--- src/rtl/psw_params.svh ---
`ifndef PSW_PARAMS_SVH
`define PSW_PARAMS_SVH

// Register map
`define PSW_ADDR_W      4
`define PSW_OFF_WORD    4'h0
`define PSW_RESET       16'h0000
`define PSW_WR_MASK     16'hFC7F
`define PSW_ZERO_WORD   16'h0000

// Field positions
`define PSW_N_BIT       0
`define PSW_C_BIT       1
`define PSW_V_BIT       2
`define PSW_Z_BIT       3
`define PSW_E_BIT       4
`define PSW_MUL_BIT     5
`define PSW_USR_BIT     6
`define PSW_RSV_HI      9
`define PSW_RSV_LO      7
`define PSW_HLD_BIT     10
`define PSW_IEN_BIT     11
`define PSW_LVL_HI      15
`define PSW_LVL_LO      12
`define PSW_ALU_FLAGS   4
`define PSW_MSB         15

`endif

--- src/rtl/psw_pkg.sv ---
`default_nettype none
package psw_pkg;
  // Status word and priority level carriers
  typedef logic [15:0] psw_word_t;
  typedef logic [3:0]  psw_level_t;
  typedef logic [3:0]  psw_addr_t;
  typedef logic [3:0]  psw_alu_flags_t;

  // Bus arbitration states, Gray along off, run, hold
  typedef enum logic [1:0] {
    PSW_ARB_OFF  = 2'b00,
    PSW_ARB_RUN  = 2'b01,
    PSW_ARB_HOLD = 2'b11
  } psw_arb_state_t;
endpackage : psw_pkg
`default_nettype wire

--- src/rtl/psw_flag_unit.sv ---
`timescale 1ns/100ps
`default_nettype none
`include "psw_params.svh"
module psw_flag_unit (
  // ALU outcome
  input  wire logic               alu_result_msb,
  input  wire logic               alu_result_zero,
  input  wire logic               alu_carry,
  input  wire logic               alu_overflow,
  // Flag values in status word order
  output logic [`PSW_ALU_FLAGS-1:0] alu_flags
);
  // Map ALU outcome onto the low status bits
  always_comb begin
    alu_flags                = '0;
    alu_flags[`PSW_N_BIT]    = alu_result_msb;
    alu_flags[`PSW_C_BIT]    = alu_carry;
    alu_flags[`PSW_V_BIT]    = alu_overflow;
    alu_flags[`PSW_Z_BIT]    = alu_result_zero;
  end
endmodule : psw_flag_unit
`default_nettype wire

--- src/rtl/psw_bus_arbiter.sv ---
`timescale 1ns/100ps
`default_nettype none
module psw_bus_arbiter (
  // Clock and reset
  input  wire logic mclk,
  input  wire logic sys_rst,
  // Control
  input  wire logic arb_enable,
  input  wire logic hold_request_in,
  input  wire logic core_bus_idle,
  input  wire logic core_bus_need,
  // Pin drivers
  output logic      bus_hold_acknowledge_out,
  output logic      bus_hold_acknowledge_oe,
  output logic      bus_request_out,
  output logic      bus_request_oe
);
  import psw_pkg::*;

  psw_arb_state_t state;

  // Hold handshake sequencing
  always_ff @(posedge mclk) begin
    if (sys_rst) begin
      state <= PSW_ARB_OFF;
    end else begin
      case (state)
        PSW_ARB_OFF: begin
          if (arb_enable) state <= PSW_ARB_RUN;
        end
        PSW_ARB_RUN: begin
          if (!arb_enable) state <= PSW_ARB_OFF;
          else if (hold_request_in && core_bus_idle) state <= PSW_ARB_HOLD;
        end
        PSW_ARB_HOLD: begin
          if (!arb_enable) state <= PSW_ARB_OFF;
          else if (!hold_request_in) state <= PSW_ARB_RUN;
        end
        default: begin
          state <= PSW_ARB_OFF;
        end
      endcase
    end
  end

  // Pin drive, registered; pins released while disabled
  always_ff @(posedge mclk) begin
    if (sys_rst) begin
      bus_hold_acknowledge_out <= 1'b0;
      bus_hold_acknowledge_oe  <= 1'b0;
      bus_request_out          <= 1'b0;
      bus_request_oe           <= 1'b0;
    end else begin
      bus_hold_acknowledge_oe  <= arb_enable;
      bus_request_oe           <= arb_enable;
      bus_hold_acknowledge_out <= arb_enable && (state == PSW_ARB_HOLD)
                                  && hold_request_in;
      bus_request_out          <= arb_enable && (state == PSW_ARB_HOLD)
                                  && core_bus_need;
    end
  end
endmodule : psw_bus_arbiter
`default_nettype wire

--- src/rtl/psw_status_word.sv ---
// Strobed register access and the register addresses were chosen for this implementation.
`timescale 1ns/100ps
`default_nettype none
`include "psw_params.svh"
module psw_status_word (
  // Clock and reset
  input  wire logic                 mclk,
  input  wire logic                 sys_rst,
  // Register port
  input  wire psw_pkg::psw_addr_t   reg_addr,
  input  wire psw_pkg::psw_word_t   reg_wdata,
  input  wire logic                 reg_wr,
  input  wire logic                 reg_rd,
  output psw_pkg::psw_word_t        reg_rdata,
  // ALU outcome
  input  wire logic                 alu_valid,
  input  wire psw_pkg::psw_word_t   alu_result,
  input  wire logic                 alu_carry,
  input  wire logic                 alu_overflow,
  // Table search
  input  wire logic                 tbl_valid,
  input  wire logic                 tbl_end,
  // Multiply and divide unit
  input  wire logic                 muldiv_start,
  input  wire logic                 muldiv_done,
  // Interrupt controller
  input  wire logic                 irq_req,
  input  wire psw_pkg::psw_level_t  irq_level,
  input  wire logic                 int_entry,
  input  wire psw_pkg::psw_level_t  int_entry_level,
  output logic                      irq_accept,
  // Bus arbitration
  input  wire logic                 hold_request_in,
  input  wire logic                 core_bus_idle,
  input  wire logic                 core_bus_need,
  output logic                      bus_hold_acknowledge_out,
  output logic                      bus_hold_acknowledge_oe,
  output logic                      bus_request_out,
  output logic                      bus_request_oe,
  // Status word view
  output psw_pkg::psw_word_t        processor_status_word
);
  import psw_pkg::*;

  // Address decode shared by read and write paths
  function automatic logic hit(input psw_addr_t a, input psw_addr_t off);
    hit = (a == off);
  endfunction : hit

  logic                          sw_wr;
  logic                          sw_rd;
  psw_alu_flags_t                alu_flags;
  wire psw_alu_flags_t           flag_reg;
  logic                          end_flag;
  logic                          muldiv_pending_flag;
  logic                          user_flag;
  logic                          bus_arbitration_enable;
  logic                          global_interrupt_enable;
  psw_level_t                    current_priority_level;
  psw_word_t                     next_word;
  psw_word_t                     wr_masked;
  // Reset image of the whole word, sliced per field
  localparam psw_word_t          reset_word = `PSW_RESET;

  // Strobe qualification
  assign sw_wr     = reg_wr && hit(reg_addr, `PSW_OFF_WORD);
  assign sw_rd     = reg_rd && hit(reg_addr, `PSW_OFF_WORD);
  assign wr_masked = reg_wdata & `PSW_WR_MASK;

  // ALU outcome to flag bits
  psw_flag_unit u_flags (
    .alu_result_msb  (alu_result[`PSW_MSB]),
    .alu_result_zero (alu_result == `PSW_ZERO_WORD),
    .alu_carry       (alu_carry),
    .alu_overflow    (alu_overflow),
    .alu_flags       (alu_flags)
  );

  // ALU flags; an ALU update outranks a software write
  // flag update
  genvar gi;
  generate
    for (gi = 0; gi < `PSW_ALU_FLAGS; gi++) begin : g_alu_flag
      logic flag_q;
      always_ff @(posedge mclk) begin
        if (sys_rst) begin
          flag_q <= reset_word[gi];
        end else if (alu_valid) begin
          flag_q <= alu_flags[gi];
        end else if (sw_wr) begin
          flag_q <= wr_masked[gi];
        end
      end
      // Each flop drives its own bit of the shared flag net
      assign flag_reg[gi] = flag_q;
    end
  endgenerate

  // End-of-table flag from table search steps
  // table end
  always_ff @(posedge mclk) begin
    if (sys_rst) begin
      end_flag <= reset_word[`PSW_E_BIT];
    end else if (tbl_valid) begin
      end_flag <= tbl_end;
    end else if (sw_wr) begin
      end_flag <= wr_masked[`PSW_E_BIT];
    end
  end

  // Pending multiply/divide; start outranks completion and writes
  // muldiv pending
  always_ff @(posedge mclk) begin
    if (sys_rst) begin
      muldiv_pending_flag <= reset_word[`PSW_MUL_BIT];
    end else if (muldiv_start) begin
      muldiv_pending_flag <= 1'b1;
    end else if (muldiv_done) begin
      muldiv_pending_flag <= 1'b0;
    end else if (sw_wr) begin
      muldiv_pending_flag <= wr_masked[`PSW_MUL_BIT];
    end
  end

  // Software owned general flag
  // user flag
  always_ff @(posedge mclk) begin
    if (sys_rst) begin
      user_flag <= reset_word[`PSW_USR_BIT];
    end else if (sw_wr) begin
      user_flag <= wr_masked[`PSW_USR_BIT];
    end
  end

  // Bus arbitration enable
  // arbitration enable
  always_ff @(posedge mclk) begin
    if (sys_rst) begin
      bus_arbitration_enable <= reset_word[`PSW_HLD_BIT];
    end else if (sw_wr) begin
      bus_arbitration_enable <= wr_masked[`PSW_HLD_BIT];
    end
  end

  // Global interrupt enable
  // interrupt enable
  always_ff @(posedge mclk) begin
    if (sys_rst) begin
      global_interrupt_enable <= reset_word[`PSW_IEN_BIT];
    end else if (sw_wr) begin
      global_interrupt_enable <= wr_masked[`PSW_IEN_BIT];
    end
  end

  // Current level; interrupt entry outranks a software write
  // level load
  always_ff @(posedge mclk) begin
    if (sys_rst) begin
      current_priority_level <= reset_word[`PSW_LVL_HI:`PSW_LVL_LO];
    end else if (int_entry) begin
      current_priority_level <= int_entry_level;
    end else if (sw_wr) begin
      current_priority_level <= wr_masked[`PSW_LVL_HI:`PSW_LVL_LO];
    end
  end

  // Assemble the status word; unused bits stay zero
  // unused zero
  always_comb begin
    next_word                              = `PSW_ZERO_WORD;
    next_word[`PSW_Z_BIT:`PSW_N_BIT]       = flag_reg;
    next_word[`PSW_E_BIT]                  = end_flag;
    next_word[`PSW_MUL_BIT]                = muldiv_pending_flag;
    next_word[`PSW_USR_BIT]                = user_flag;
    next_word[`PSW_HLD_BIT]                = bus_arbitration_enable;
    next_word[`PSW_IEN_BIT]                = global_interrupt_enable;
    next_word[`PSW_LVL_HI:`PSW_LVL_LO]     = current_priority_level;
  end

  // Registered view of the status word
  always_ff @(posedge mclk) begin
    if (sys_rst) begin
      processor_status_word <= `PSW_RESET;
    end else begin
      processor_status_word <= next_word;
    end
  end

  // Read data one cycle after the strobe; unmapped reads zero
  always_ff @(posedge mclk) begin
    if (sys_rst) begin
      reg_rdata <= `PSW_ZERO_WORD;
    end else if (sw_rd) begin
      reg_rdata <= next_word;
    end else begin
      reg_rdata <= `PSW_ZERO_WORD;
    end
  end

  // Interrupt acceptance against the running level
  // acceptance gate
  always_ff @(posedge mclk) begin
    if (sys_rst) begin
      irq_accept <= 1'b0;
    end else begin
      irq_accept <= global_interrupt_enable && irq_req && !int_entry
                    && (irq_level > current_priority_level);
    end
  end

  // Hold, acknowledge and request pins
  // pin gating
  psw_bus_arbiter u_arb (
    .mclk                     (mclk),
    .sys_rst                  (sys_rst),
    .arb_enable               (bus_arbitration_enable),
    .hold_request_in          (hold_request_in),
    .core_bus_idle            (core_bus_idle),
    .core_bus_need            (core_bus_need),
    .bus_hold_acknowledge_out (bus_hold_acknowledge_out),
    .bus_hold_acknowledge_oe  (bus_hold_acknowledge_oe),
    .bus_request_out          (bus_request_out),
    .bus_request_oe           (bus_request_oe)
  );
endmodule : psw_status_word
`default_nettype wire

--- config.mk ---
export PLATFORM = sky130hd
export DESIGN_NAME = psw_status_word
export DESIGN_NICKNAME = d
export VERILOG_FILES = /design/src/rtl/psw_pkg.sv /design/src/rtl/psw_flag_unit.sv /design/src/rtl/psw_bus_arbiter.sv /design/src/rtl/psw_status_word.sv
export VERILOG_INCLUDE_DIRS = /design/src /design/src/rtl
export SDC_FILE = /design/constraint.sdc
export NUM_CORES = 1
export LEC_CHECK = 0
export BUFFER_PORTS_ARGS = -buffer_cell sky130_fd_sc_hd__buf_2
export CAP_MARGIN = 10
export CORE_MARGIN = 4
export CORE_UTILIZATION = 38
export DETAILED_ROUTE_END_ITERATION = 16
export PLACE_DENSITY = 0.84
export SYNTH_ARGS = -nofsm -noshare
export SYNTH_HDL_FRONTEND = slang
export SYNTH_SLANG_ARGS = --single-unit
--- constraint.sdc ---
create_clock -name mclk -period 1.2 [get_ports mclk]
set_clock_uncertainty 0.05 [all_clocks]
set_input_delay 0.06 -clock mclk [delete_from_list [all_inputs] [get_ports mclk]]
set_output_delay 0.06 -clock mclk [all_outputs]
set_load 0.05 [all_outputs]
## Yosys cells after proc, flatten, opt, wreduce, memory -nomap -nowiden

Cells that the tools add are included.

| word-level totals | value |
|---|---|
| output and inout port bits | 37 |
| bits in read-only memories | 0 |
| latch bits | 0 |
| register bits after elaboration | 51 |
| memories kept | 0 |
| word-level logic and storage cells | 66 |
| RAM bits | 0 |
| input bits | 60 |

| cells by class | value |
|---|---|
| multiplexer cells | 21 |
| add/sub/neg operators | 0 |
| shift-type cells | 0 |
| $mul | 0 |
| bitwise logic cells | 1 |
| divide/modulo/power cells | 0 |
| equal/unequal tests | 5 |
| magnitude comparators | 1 |
| reduce and logical (&&, ||, !) cells | 19 |

Operator list:

| cell | count |
|---|---|
| $logic_not A16 Y1 | 1 |
| $mux W1 | 13 |
| $mux W2 | 5 |
| $logic_and A1 B1 Y1 | 9 |
| $mux W4 | 2 |
| $pmux W2 S3 | 1 |
| $reduce_bool A2 Y1 | 3 |
| $gt A4 B4 Y1 | 1 |
| $logic_not A4 Y1 | 1 |
| $ne A3 B2 Y1 const B | 1 |
| $ne A3 B3 Y1 const B | 1 |
| $reduce_and A3 Y1 | 1 |
| $reduce_bool A3 Y1 | 1 |
| $eq A2 B1 Y1 const B | 1 |
| $eq A2 B2 Y1 const B | 1 |
| $logic_not A2 Y1 | 1 |
| $ne A2 B2 Y1 const B | 1 |
| $reduce_or A2 Y1 | 1 |
| $logic_not A1 Y1 | 1 |
| $not A1 Y1 | 1 |

## Logic depth before layout (Yosys ltp)

| logic depth | value |
|---|---|
| word-level depth | 5 |
| gate-level depth with buffers | 6 |
| mapped depth without buffers | 5 |

## Cells and area by module

Synthesis repeated with hierarchy kept, for this count alone.

| second synthesis, totals | value |
|---|---|
| cells, all modules | 173 |
| area, all modules | 1781.7 µm² |

Modules (own cells, without submodules):

| module | instances | cells each | sequential area each (µm²) | area each (µm²) |
|---|---|---|---|---|
| psw_status_word | 1 | 157 | 800.8 | 1590.3 |
| psw_bus_arbiter | 1 | 12 | 100.1 | 161.4 |
| psw_flag_unit | 1 | 4 | 0.0 | 30.0 |

## Least setup slack after synthesis

OpenSTA, ideal clock, no wires.

| path | value |
|---|---|
| kind | register to register |
| start | register current_priority_level[1] |
| end | register irq_accept |
| path slack | 0.062 ns |
| stages on the path, launching flop included | 6 |
| library setup time | 0.122 ns |
| buffers on the path | 0 |
| period minus slack after synthesis | 1.138 ns |
| arrival | 0.966 ns |
| data required time | 1.028 ns |
| path through | dfxtp_1 inv_1 ha_1 nor2b_1 o211ai_1 a21oi_1 |

| between the ends | value |
|---|---|
| longest elaborated chain between the ends | 2 |

RTL lines:

| element | line | RTL |
|---|---|---|
| start: declaration | psw_status_word.sv:59 | `psw_level_t current_priority_level;` |
| start signal: assignment | psw_status_word.sv:159 | `` current_priority_level <= reset_word[`PSW_LVL_HI:`PSW_LVL_LO]; `` |
| start signal: assignment | psw_status_word.sv:161 | `current_priority_level <= int_entry_level;` |
| start signal: assignment | psw_status_word.sv:163 | `` current_priority_level <= wr_masked[`PSW_LVL_HI:`PSW_LVL_LO]; `` |
| $gt A4 B4 Y1 | psw_status_word.sv:207 | `&& (irq_level > current_priority_level);` |
| $logic_and A1 B1 Y1 | psw_status_word.sv:207 |  |
| end signal: assignment | psw_status_word.sv:206 | `irq_accept <= global_interrupt_enable && irq_req && !int_entry` |
| end: declaration | psw_status_word.sv:31 | `output logic irq_accept,` |

No other way between the ends.
A chain may end at the register's enable or synchronous reset.

## Worst setup path after layout

| path | value |
|---|---|
| start | register current_priority_level[3] |
| end | register irq_accept |

Same word-level chain as after synthesis.

==> results.toml <==
[outcome]
status = "completed"

[critical_path]
end_kind = "flop"
path_class = "flop to flop"
critPathSlowestCell = "dfxtp_2"
reg2reg_slack_ns = 0.04
cp.arrival_ns = 1.30
cp_top_family = "flip-flops"
r2r-start = "current_priority_level[3]"
cp-start-kind = "flop"
crit_cells = 5
worst-path-max-fanout = 3
max_stage_delay_ns = 0.34
path_cells = "inv_1 > ha_4 > nand4_1 > nand4b_1 > a21oi_1"
required_ns = 1.34
cp_num_buf_inv = 1
r2r_end = "irq_accept"
worstRegToRegCells = 5

[synth]
yosysUniqueCellTypes = 31
postSynthCellCount = 166
yosysSeqAreaShare_pct = 53.7
yosys_register_bits = 44
avgSynthCellArea_sq_um = 9.88
synth_area_sq_um = 1640
ys_warn_count = 0

[clocking]
clockBufferDepth = 2
cts_setup_buffers = 0
cts_tree = "built"
path_clk_slew_ns = 0.08
cts_max_level = 2
numClockSinks = 44
cts-root-buf = "clkbuf_8"
clkLatencyLatePin_ns = 0.29
numCtsBuffers = 5

[global_route]
grt_max_degree = 33
grt_pass1_vias = 1459
globalRouteTotalUtil_pct = 15.8
grt_pass1_wl_microns = 6470
antenna_found_initial = 0
grt_overflow = 0

[min_path]
hold_class = "input port to flop"
hold_depth = 3
hold_start = "alu_result[15]"
whs_endpoint = "g_alu_flag[0].flag_q"

[power_and_ir_drop]
p_int_mw = 2.11
power.switching_mw = 0.771
pwr-share-seq_pct = 52.7
powerDensity_nw_per_um2 = 1180
pwr-share-clk_pct = 32.0
worst_ir_drop_vdd_uv = 661
p_leak_nw = 1.15
combPwrFrac_pct = 15.3
p_sw_share_pct = 26.7

[final_layout]
mostFrequentLayoutCells = "buf_2, dfxtp_1, nor3_1"
area_delta_synth_final_pct = 49.5
final_common_cell = "buf_2"
stdcell_count = 329
final_layout_size_suffix_gt1_share_pct = 40.6
nets = 341

[timing]
fin_crit_ns = 1.16
finalSetupTns_ns = 0
clock.fmax_mhz = 862
finalCritPeriodShare_pct = 96.7
setup_viol = 0
finalHoldWorstSlack_ns = 0.0113
hold_viol = 0
drv_slew = 0

[detailed_routing]
drt-wirelength-per-cell_microns = 13.2
viasPerCell = 4.68
routed_wl_microns = 4330
drt_first_pass_iters = 4
drt_iter0_drc = 38
ant_nets = 0
vias = 1541
drc = 0

[placement]
gp_congestion = 0.748
placement.io_buffers = 87
detailed_place_hpwl_microns = 2960
dp_cells = 301

[die]
die_w_microns = 73.7
ios = 97
dieArea_sq_um = 5430
rows = 23
start_util_pct = 40.1
die_h_microns = 73.7
core_sq_um = 4090

[run]
maxCapViolations = 0
[power by group through the flow]
| stage | clock, mW | sequential (mW) | combinational (mW) |
|---|---|---|---|
| 6_report | 0.924 | 1.52 | 0.440 |
| 3_3_place_gp | 0 | 1.55 | 0.354 |
| 5_1_grt | 1.00 | 1.53 | 0.476 |
| 3_5_place_dp | 0 | 1.55 | 0.361 |
| 4_1_cts | 0.948 | 1.52 | 0.410 |
| 2_1_floorplan | 0 | 1.61 | 0.174 |
[cell usage after synthesis, drive strengths merged]
| cell | count | area (sq um) |
|---|---|---|
| dfxtp | 44 | 881 |
| nor3 | 21 | 105 |
| nor2b | 19 | 119 |
| buf | 12 | 100 |
| nor4 | 12 | 90.1 |
| and2 | 9 | 56.3 |
| nand2 | 9 | 33.8 |
| a21oi | 6 | 30.0 |
| inv | 6 | 22.5 |
| nor2 | 6 | 22.5 |
| clkbuf | 4 | 18.8 |
| ha | 4 | 50.1 |
| nand4 | 2 | 12.5 |
| a311o | 1 | 10.0 |
| and3 | 1 | 6.26 |
| and4 | 1 | 8.76 |
| conb | 1 | 3.75 |
| mux2i | 1 | 10.0 |
| nand2b | 1 | 6.26 |
| nand4b | 1 | 8.76 |
| nor4b | 1 | 8.76 |
| o2111a | 1 | 11.3 |
| o211ai | 1 | 7.51 |
| o31ai | 1 | 7.51 |
| or4b | 1 | 10.0 |
[routing by layer]
layer	track usage, %	share of wire [%]
met1	17.4	39
met2	27.6	50
met3	4.38	7.8
met4	8.05	2.5
met5	0	0
[logic make-up (layout without fill, tap and decap cells)]
logic type | Yosys count | in the layout | synth area share, %
AND/OR/NAND/NOR | 84 | 84 | 29.7
flip-flops | 44 | 44 | 53.7
buffers and inverters | 22 | 129 | 8.62
AO/OA/AOI/OAI | 10 | 10 | 4.04
adder cells (fa/ha/maj) | 4 | 4 | 3.05
other | 1 | 7 | 0.229
multiplexers | 1 | 1 | 0.610
[how the worst max path moves through the flow]
| stage | startpoint | to |
|---|---|---|
| after floorplan | current_priority_level[1] | irq_accept |
| after global placement | reg_addr[1] | muldiv_pending_flag |
| after detailed placement | reg_addr[1] | muldiv_pending_flag |
| after CTS | current_priority_level[1] | irq_accept |
| after global routing | current_priority_level[0] | irq_accept |
| final | current_priority_level[3] | irq_accept |
[state kept, by name, indices dropped and copies added, names as in the netlist]
name	cells
user_flag	1
irq_accept	1
bus_arbitration_enable	1
u_arb.bus_request_out	1
current_priority_level	4
g_alu_flag.flag_q	4
u_arb.state	2
end_flag	1
muldiv_pending_flag	1
global_interrupt_enable	1
reg_rdata	13
u_arb.bus_hold_acknowledge_out	1
processor_status_word	13
[worst register-to-register path: cells and delay by family, from the launching register on]
family	cells	cell delay [ns]
adder cells (fa/ha/maj)	1	0.29
AO/OA/AOI/OAI	1	0.05
flip-flops	1	0.34
AND/OR/NAND/NOR	2	0.24
buffers and inverters	1	0.08
[final cells by class]
cell class                      instances  area [sq um]
Inverter                                6          22.5
Tap cell                               50          62.6
Antenna cell                            1          2.50
Fill cell                             354          1630
Sequential cell                        44           885
Clock buffer                            5          68.8
Multi-Input combinational cell        105           682
Clock inverter                          3          23.8
Timing Repair Buffer                  115           706
[metrics by stage]
step                      setup slack, ns  total power [mW]  util [%]  area [sq um]
after CTS                          0.0112              2.88      58.8          2400
final                              0.0395              2.88      60.0          2450
after detailed placement           -0.116              1.91      51.8          2120
after global placement            -0.0719              1.90      51.8          2120
after global routing              -0.0172              3.00      60.0          2450
after floorplan                    0.0619              1.78         -          1660
[what timing repair did]
| item | 4_1_cts | 5_1_grt |
|---|---|---|
| endpoints found under the setup margin | 1 | 1 |
| pin swaps | 0 | 3 |
| endpoints found under the hold margin | 14 | 0 |
| hold buffers | 19 | 0 |
| gates resized for setup | 1 | 8 |
No activity file was read; power rests on OpenSTA's default activity.
